**config.mk**
```make
export PLATFORM = sky130hd
export DESIGN_NAME = ram_regs
export DESIGN_NICKNAME = d
export VERILOG_FILES = /design/src/core/ram_pkg.sv /design/src/core/ram_cmp.sv /design/src/core/ram_regs.sv
export SDC_FILE = /design/constraint.sdc
export NUM_CORES = 1
export LEC_CHECK = 0
export ABC_AREA = 1
export BUFFER_PORTS_ARGS = -buffer_cell sky130_fd_sc_hd__buf_2
export CAP_MARGIN = 10
export CORE_MARGIN = 3
export CORE_UTILIZATION = 45
export DETAILED_ROUTE_END_ITERATION = 16
export PLACE_DENSITY = 0.64
export SLEW_MARGIN = 20
export SYNTH_ARGS = -nofsm -noshare
export SYNTH_HDL_FRONTEND = slang
export SYNTH_HIERARCHICAL = 1
export SYNTH_SLANG_ARGS = --single-unit
```
**constraint.sdc**
```tcl
create_clock -name mclk -period 2.6 [get_ports mclk]
set_input_delay 0 -clock mclk [delete_from_list [all_inputs] [get_ports mclk]]
set_output_delay 0 -clock mclk [all_outputs]
set_load 0.01 [all_outputs]
```
**src/core/ram_pkg.sv**
```systemverilog
// Contract
// - weekly hour bit5 is pm flag or tens
// - daily hour bit5 is pm flag or tens
// - 12-hour midnight code 12, noon 32
// - day enable bit n matches weekday code n
// - all day enables zero means no match
// - alarm fires only on exact time equality
// - unused bit 7 reads 0 while halted
// - halt flag sets on power-on or stop
package ram_pkg;
  localparam logic [3:0] RAM_OFS_WMIN = 4'h8;
  localparam logic [3:0] RAM_OFS_WHOUR = 4'h9;
  localparam logic [3:0] RAM_OFS_WDAY = 4'hA;
  localparam logic [3:0] RAM_OFS_DMIN = 4'hB;
  localparam logic [3:0] RAM_OFS_DHOUR = 4'hC;
  localparam logic [7:0] RAM_MIN_MASK = 8'h7F;
  localparam logic [7:0] RAM_HOUR_MASK = 8'h3F;
  localparam logic [7:0] RAM_DAY_MASK = 8'h7F;
  localparam int RAM_PM_BIT = 5;
  localparam logic [7:0] RAM_RST_VAL = 8'h00;
  localparam logic RAM_HALT_RST = 1'b1;
  localparam logic RAM_PREV_RST = 1'b1;

  // time that the counters present for comparison
  typedef struct packed {
    logic [6:0] minute;
    logic [5:0] hour;
    logic [2:0] weekday;
  } ram_time_s;

  // register write strobe with its address and data
  typedef struct packed {
    logic we;
    logic [3:0] addr;
    logic [7:0] data;
  } ram_wr_s;
endpackage : ram_pkg

```
**src/core/ram_cmp.sv**
```systemverilog
`timescale 1ns/1ps
`default_nettype none
module ram_cmp (
  // alarm settings
  input wire logic [6:0] alm_min,
  input wire logic [5:0] alm_hour,
  input wire logic [6:0] day_en,
  input wire logic use_day,
  // running time
  input wire ram_pkg::ram_time_s now,
  // result
  output logic hit
);
  import ram_pkg::*;
  wire time_eq;
  wire day_ok;
  // hour compared whole, so bit5 means pm or tens alike
  assign time_eq = (alm_min == now.minute) && (alm_hour == now.hour);
  // code 7 selects no enable bit, so it never passes the day check
  assign day_ok = (now.weekday != 3'h7) && day_en[now.weekday];
  assign hit = time_eq && (!use_day || day_ok);
endmodule : ram_cmp
`default_nettype wire

```
**src/core/ram_regs.sv**
```systemverilog
`timescale 1ns/1ps
`default_nettype none
module ram_regs (
  // clock and reset
  input wire logic mclk,
  input wire logic rst,
  // register port from the serial host interface
  input wire ram_pkg::ram_wr_s wr,
  input wire logic [3:0] rd_addr,
  output logic [7:0] rd_data,
  // oscillator status
  input wire logic osc_stop,
  input wire logic osc_halt_clr,
  output logic osc_halt_flag,
  // running time and matches
  input wire ram_pkg::ram_time_s now,
  output logic weekly_match,
  output logic daily_match
);
  import ram_pkg::*;

  // shared address compare for the write and the read decode
  function automatic logic addr_is(input logic [3:0] a,
                                   input logic [3:0] ofs);
    return a == ofs;
  endfunction : addr_is

  logic [6:0] wmin_q;
  logic [5:0] whour_q;
  logic [6:0] wday_q;
  logic [6:0] dmin_q;
  logic [5:0] dhour_q;
  logic halt_q;
  logic [7:0] rd_q;
  logic wm_q;
  logic dm_q;
  logic wm_prev_q;
  logic dm_prev_q;

  wire w_hit;
  wire d_hit;
  wire [7:0] rd_d;
  wire we_wmin, we_whour, we_wday, we_dmin, we_dhour;
  wire rs_wmin, rs_whour, rs_wday, rs_dmin, rs_dhour, rs_none;

  // address decode of the write strobe
  assign we_wmin = wr.we && addr_is(wr.addr, RAM_OFS_WMIN);
  assign we_whour = wr.we && addr_is(wr.addr, RAM_OFS_WHOUR);
  assign we_wday = wr.we && addr_is(wr.addr, RAM_OFS_WDAY);
  assign we_dmin = wr.we && addr_is(wr.addr, RAM_OFS_DMIN);
  assign we_dhour = wr.we && addr_is(wr.addr, RAM_OFS_DHOUR);

  // read select decode, the same compare as the write side
  assign rs_wmin = addr_is(rd_addr, RAM_OFS_WMIN);
  assign rs_whour = addr_is(rd_addr, RAM_OFS_WHOUR);
  assign rs_wday = addr_is(rd_addr, RAM_OFS_WDAY);
  assign rs_dmin = addr_is(rd_addr, RAM_OFS_DMIN);
  assign rs_dhour = addr_is(rd_addr, RAM_OFS_DHOUR);
  assign rs_none = !(rs_wmin || rs_whour || rs_wday || rs_dmin || rs_dhour);

  // storage; upper bits are never kept, so they cannot read back
  always_ff @(posedge mclk) begin
    if (rst) begin
      wmin_q <= RAM_RST_VAL[6:0];
      whour_q <= RAM_RST_VAL[5:0];
      wday_q <= RAM_RST_VAL[6:0];
      dmin_q <= RAM_RST_VAL[6:0];
      dhour_q <= RAM_RST_VAL[5:0];
    end else begin
      if (we_wmin) wmin_q <= wr.data[6:0];
      if (we_whour) whour_q <= wr.data[5:0];
      if (we_wday) wday_q <= wr.data[6:0];
      if (we_dmin) dmin_q <= wr.data[6:0];
      if (we_dhour) dhour_q <= wr.data[5:0];
    end
  end

  // halt flag: power-on reset or a stop sets it; a stop beats a clear
  always_ff @(posedge mclk) begin
    if (rst) begin
      halt_q <= RAM_HALT_RST;
    end else if (osc_stop) begin
      halt_q <= 1'b1;
    end else if (osc_halt_clr) begin
      halt_q <= 1'b0;
    end
  end

  // read mux; bit 7 is always zero even while data is unreliable
  assign rd_d = rs_wmin ? {1'b0, wmin_q} :
                rs_whour ? {2'b00, whour_q} :
                rs_wday ? {1'b0, wday_q} :
                rs_dmin ? {1'b0, dmin_q} :
                rs_dhour ? {2'b00, dhour_q} :
                8'h00;

  ram_cmp u_wcmp (
    .alm_min(wmin_q),
    .alm_hour(whour_q),
    .day_en(wday_q),
    .use_day(1'b1),
    .now(now),
    .hit(w_hit)
  );

  ram_cmp u_dcmp (
    .alm_min(dmin_q),
    .alm_hour(dhour_q),
    .day_en(7'h00),
    .use_day(1'b0),
    .now(now),
    .hit(d_hit)
  );

  // read data register, one edge behind the address it answers
  always_ff @(posedge mclk) begin
    if (rst) begin
      rd_q <= RAM_RST_VAL;
    end else begin
      rd_q <= rd_d;
    end
  end

  // one-cycle pulses on entering the matching minute; history starts as
  // matched so reset values equal to the running time give no false pulse
  always_ff @(posedge mclk) begin
    if (rst) begin
      wm_q <= 1'b0;
      dm_q <= 1'b0;
      wm_prev_q <= RAM_PREV_RST;
      dm_prev_q <= RAM_PREV_RST;
    end else begin
      wm_prev_q <= w_hit;
      dm_prev_q <= d_hit;
      wm_q <= w_hit && !wm_prev_q;
      dm_q <= d_hit && !dm_prev_q;
    end
  end

  assign rd_data = rd_q;
  assign osc_halt_flag = halt_q;
  assign weekly_match = wm_q;
  assign daily_match = dm_q;

  // weekly pulse only when all fields equal, one cycle after the cause
  weekly_cause_a: assert property (@(posedge mclk) disable iff (rst)
    weekly_match |-> $past(w_hit) && !$past(wm_prev_q))
    else $error("weekly match without time and day equality");
  weekly_fire_a: assert property (@(posedge mclk) disable iff (rst)
    (w_hit && !wm_prev_q) |=> weekly_match)
    else $error("weekly match missed");
  weekly_time_a: assert property (@(posedge mclk) disable iff (rst)
    weekly_match |-> $past(wmin_q) == $past(now.minute) &&
      $past(whour_q) == $past(now.hour))
    else $error("weekly match on wrong time");
  weekly_day_a: assert property (@(posedge mclk) disable iff (rst)
    weekly_match |-> $past((wday_q >> now.weekday) & 7'h01) != 7'h00)
    else $error("weekly match on a disabled day");
  weekly_zero_a: assert property (@(posedge mclk) disable iff (rst)
    (wday_q == 7'h00) |=> !weekly_match)
    else $error("weekly match with empty day mask");
  weekly_once_a: assert property (@(posedge mclk) disable iff (rst)
    weekly_match |=> !weekly_match)
    else $error("weekly match longer than one cycle");
  day_map_a: assert property (@(posedge mclk) disable iff (rst)
    !(w_hit && now.weekday == 3'h7))
    else $error("weekday code 7 matched");

  // daily pulse on minute and hour only, never straight out of reset
  daily_fire_a: assert property (@(posedge mclk) disable iff (rst)
    (d_hit && !dm_prev_q) |=> daily_match)
    else $error("daily match missed");
  daily_time_a: assert property (@(posedge mclk) disable iff (rst)
    daily_match |-> $past(dmin_q) == $past(now.minute))
    else $error("daily match on wrong minute");
  daily_hour_a: assert property (@(posedge mclk) disable iff (rst)
    daily_match |-> $past(dhour_q) == $past(now.hour))
    else $error("daily match on wrong hour");
  daily_once_a: assert property (@(posedge mclk) disable iff (rst)
    daily_match |=> !daily_match)
    else $error("daily match longer than one cycle");
  reset_quiet_a: assert property (@(posedge mclk) disable iff (rst)
    $past(rst) |=> !weekly_match && !daily_match)
    else $error("match pulse straight out of reset");

  // stored fields and what reads back
  top_bit_a: assert property (@(posedge mclk) disable iff (rst)
    !rd_data[7])
    else $error("bit 7 read as one");
  hour_top_a: assert property (@(posedge mclk) disable iff (rst)
    ($past(rd_addr) == RAM_OFS_DHOUR) |-> rd_data[7:6] == 2'b00)
    else $error("hour register upper bits nonzero");
  unmapped_rd_a: assert property (@(posedge mclk) disable iff (rst)
    $past(rs_none) |-> rd_data == 8'h00)
    else $error("unmapped address read nonzero");
  whour_keep_a: assert property (@(posedge mclk) disable iff (rst)
    we_whour |=> whour_q[RAM_PM_BIT] == $past(wr.data[RAM_PM_BIT]))
    else $error("weekly hour bit5 not stored");
  dhour_keep_a: assert property (@(posedge mclk) disable iff (rst)
    we_dhour |=> dhour_q[RAM_PM_BIT] == $past(wr.data[RAM_PM_BIT]))
    else $error("daily hour bit5 not stored");
  whour_read_a: assert property (@(posedge mclk) disable iff (rst)
    (!$past(rst) && $past(rd_addr) == RAM_OFS_WHOUR) |->
      rd_data[RAM_PM_BIT] == $past(whour_q[RAM_PM_BIT]))
    else $error("weekly hour bit5 not read back");
  dhour_read_a: assert property (@(posedge mclk) disable iff (rst)
    (!$past(rst) && $past(rd_addr) == RAM_OFS_DHOUR) |->
      rd_data[RAM_PM_BIT] == $past(dhour_q[RAM_PM_BIT]))
    else $error("daily hour bit5 not read back");
  wmin_keep_a: assert property (@(posedge mclk) disable iff (rst)
    we_wmin |=> wmin_q == $past(wr.data[6:0]))
    else $error("weekly minute not stored");
  dmin_keep_a: assert property (@(posedge mclk) disable iff (rst)
    we_dmin |=> dmin_q == $past(wr.data[6:0]))
    else $error("daily minute not stored");
  wday_keep_a: assert property (@(posedge mclk) disable iff (rst)
    we_wday |=> wday_q == $past(wr.data[6:0]))
    else $error("day mask not stored");

  // halt flag set, clear and hold
  halt_set_a: assert property (@(posedge mclk) disable iff (rst)
    osc_stop |=> osc_halt_flag)
    else $error("halt flag not set by stop");
  halt_clr_a: assert property (@(posedge mclk) disable iff (rst)
    (osc_halt_clr && !osc_stop) |=> !osc_halt_flag)
    else $error("halt flag not cleared");
  halt_keep_a: assert property (@(posedge mclk) disable iff (rst)
    (!osc_stop && !osc_halt_clr) |=> $stable(osc_halt_flag))
    else $error("halt flag changed on its own");
endmodule : ram_regs
`default_nettype wire

```
==> run metrics <==
Peak VDD IR=0.490 mV; crit end category=flip-flop; count of cell types in the netlist=25; Final Hold Viols=0; grt ovf=0; pwr dens=471 nW/um2; hold_ws=0.00193 ns; YS warnings=6; synthesized cell area=2610 um2; Slew @ Worst Pin=0.587 ns; CTS tree=done; Seq cells post-synth=45; GR peak layer=met2; largest net degree at the start of global routing=42; Initial DRT Pass Iterations=4; met2 Usage GRT=0.334; area of the core=5570 um2; Tcrit/Tclk final=0.493; Hold Crit Class=in -> reg; Worst EP required=2.83 ns; WL/cell=10.7 um; later-pin clock latency in the skew report=0.30 ns; initial DRC count=140; first-pass GRT wire length=10.0 mm; synthesis-to-layout area growth=18.1%; setup bufs post-CTS=0; num ports=48; Tmin final=1.28 ns; peak fanout along the critical path=4; Std-Cell Rows=27; Relative slew margins=0.608; layout cells sized above 1=0.167; Routed WL=6.13 mm; Routability Congestion=0.853; total power=1450 uW; die area=6750 um2; Final WS setup=1.32 ns; vias in the first global route=2305; Hold-fix buffers, CTS=4; Final nets=539; Clock Path Buffers=2; Total Negative Setup Slacks=0 ns; Placed Cells=563; Setup CP Type=reg -> reg; Fmax=780 MHz; buffers added on ports=45; unrepaired setup endpoints after global routing=false; outcome=complete, no violations; Die X=82.2 um; M3 GR Usage=0.0347; max_cap viols=0; Die Height=82.2 um; Pins Over Slew Limit=0; Tot GR Track Use=0.195; Place WS=1.32 ns; Antenna Violating Nets Remaining=0; H-tree levels=2; initial antenna violation count=0; Lkg Pwr=0.00159 uW; Clock transition at path regs=0.09 ns; dpl hpwl=4.86 mm; via density per instance=4.50; PostCTS Resize Cnt=0; met1 Use GR=0.247; Worst Path Arrival=1.52 ns; CTS root buf=clkbuf_8; clk sinks=45; Initial Util=0.468; clock buffer count from CTS=5; Inserted Diodes=0; number of fill cells=582; final std cells w/o fill=575; crit start category=flip-flop; clock skew=0.00557 ns; post-synthesis sequential area ratio=0.345; Setup Viol. Count Final=0; synthesized instance count=444; # DRC=0; Mean Syn Cell Area=5.88 um2; routed vias=2585
final cells by class:
type                       instances  area (um2)  area share
timing repair buffer              49         265      0.0860
sequential                        45         901       0.292
multi-input combinational        316        1380       0.448
inverter                          85         329       0.107
clock inverter                     3        46.3      0.0150
tap                               72        90.1      0.0292
clock buffer                       5        68.8      0.0223
sequential cells by signal, summed over array words and instances (netlist names):
name / flops
wm_prev_q: 1
rd_data: 7
dm_prev_q: 1
wmin_q: 7
osc_halt_flag: 1
whour_q: 6
wday_q: 7
daily_match: 1
dhour_q: 6
weekly_match: 1
dmin_q: 7
path summary, 6_finish.rpt:
kind	from	slack (ns)	cells after the start	end
worst min register to register	wm_prev_q	0.40	1	weekly_match
worst max register to register	dmin_q[5]	1.32	10	daily_match
worst min-delay path	wr[1]	0.002	3	whour_q[1]
worst max-delay path	dmin_q[5]	1.32	10	daily_match
cells by family after synthesis:
kind of cell | count (synthesis) | share of synthesized area
AOI/OAI and AO/OA | 41 | 0.0786
xor gates and xnor gates | 2 | 0.00671
buffers and inverters | 91 | 0.137
DFF | 45 | 0.345
other | 2 | 0.00288
and+or+nand+nor | 263 | 0.430
worst max-delay path: stages, from the launching register on:
cell and delay [ns]:
dfxtp_1 0.42, inv_1 0.06, nand2_1 0.05, nand2_1 0.05, nor2_1 0.09, nand2_1 0.05, nor2_1 0.14, nand2_1 0.09
nor2_1 0.10, inv_1 0.05, nor3_1 0.11
placed cells by master (no fill, tap or decap), types with 5 or more instances in the layout:
cell        n
nand3_1    28
buf_2      45
nand2_1   113
a21oi_1     6
inv_2      15
clkbuf_8    5
dfxtp_1    45
inv_1      68
o21ai_0    15
conb_1     10
nor2_1    102
o21ai_1    20
Yosys cell counts (all sizes together):
cell | number | area, um2
inv | 83 | 312
or2 | 2 | 12.5
xnor2 | 2 | 17.5
nor3 | 2 | 10.0
buf | 3 | 17.5
a21oi | 6 | 30.0
conb | 2 | 7.51
nand3 | 30 | 160
nor2 | 109 | 455
nand2 | 117 | 459
clkbuf | 3 | 11.3
nand4 | 3 | 25.0
o21ai | 35 | 175
dfxtp | 45 | 901
clkinv | 2 | 17.5
metal layers:
layer / up-vias / part of all wire
met4: 0 / 0.016
met3: 9 / 0.042
li1: 1436 / -
met1: 1086 / 0.48
met2: 54 / 0.47
met5: - / 0
report_power, final:
group	total, uW	leakage [uW]	internal (uW)	switching, uW
registers	714	0.000365	703	11.4
logic	192	0.00117	74.1	118
clock network	545	0.0000543	288	257
total	1450	0.00159	1070	387
per-stage QoR:
step,instance area (um2),utilization
3_5_place_dp,2930,0.525
4_1_cts,3080,0.553
3_3_place_gp,2930,0.525
2_1_floorplan,2640,-
6_report,3080,0.553
5_1_grt,3080,0.553
No activity file was read; power rests on OpenSTA's default activity.
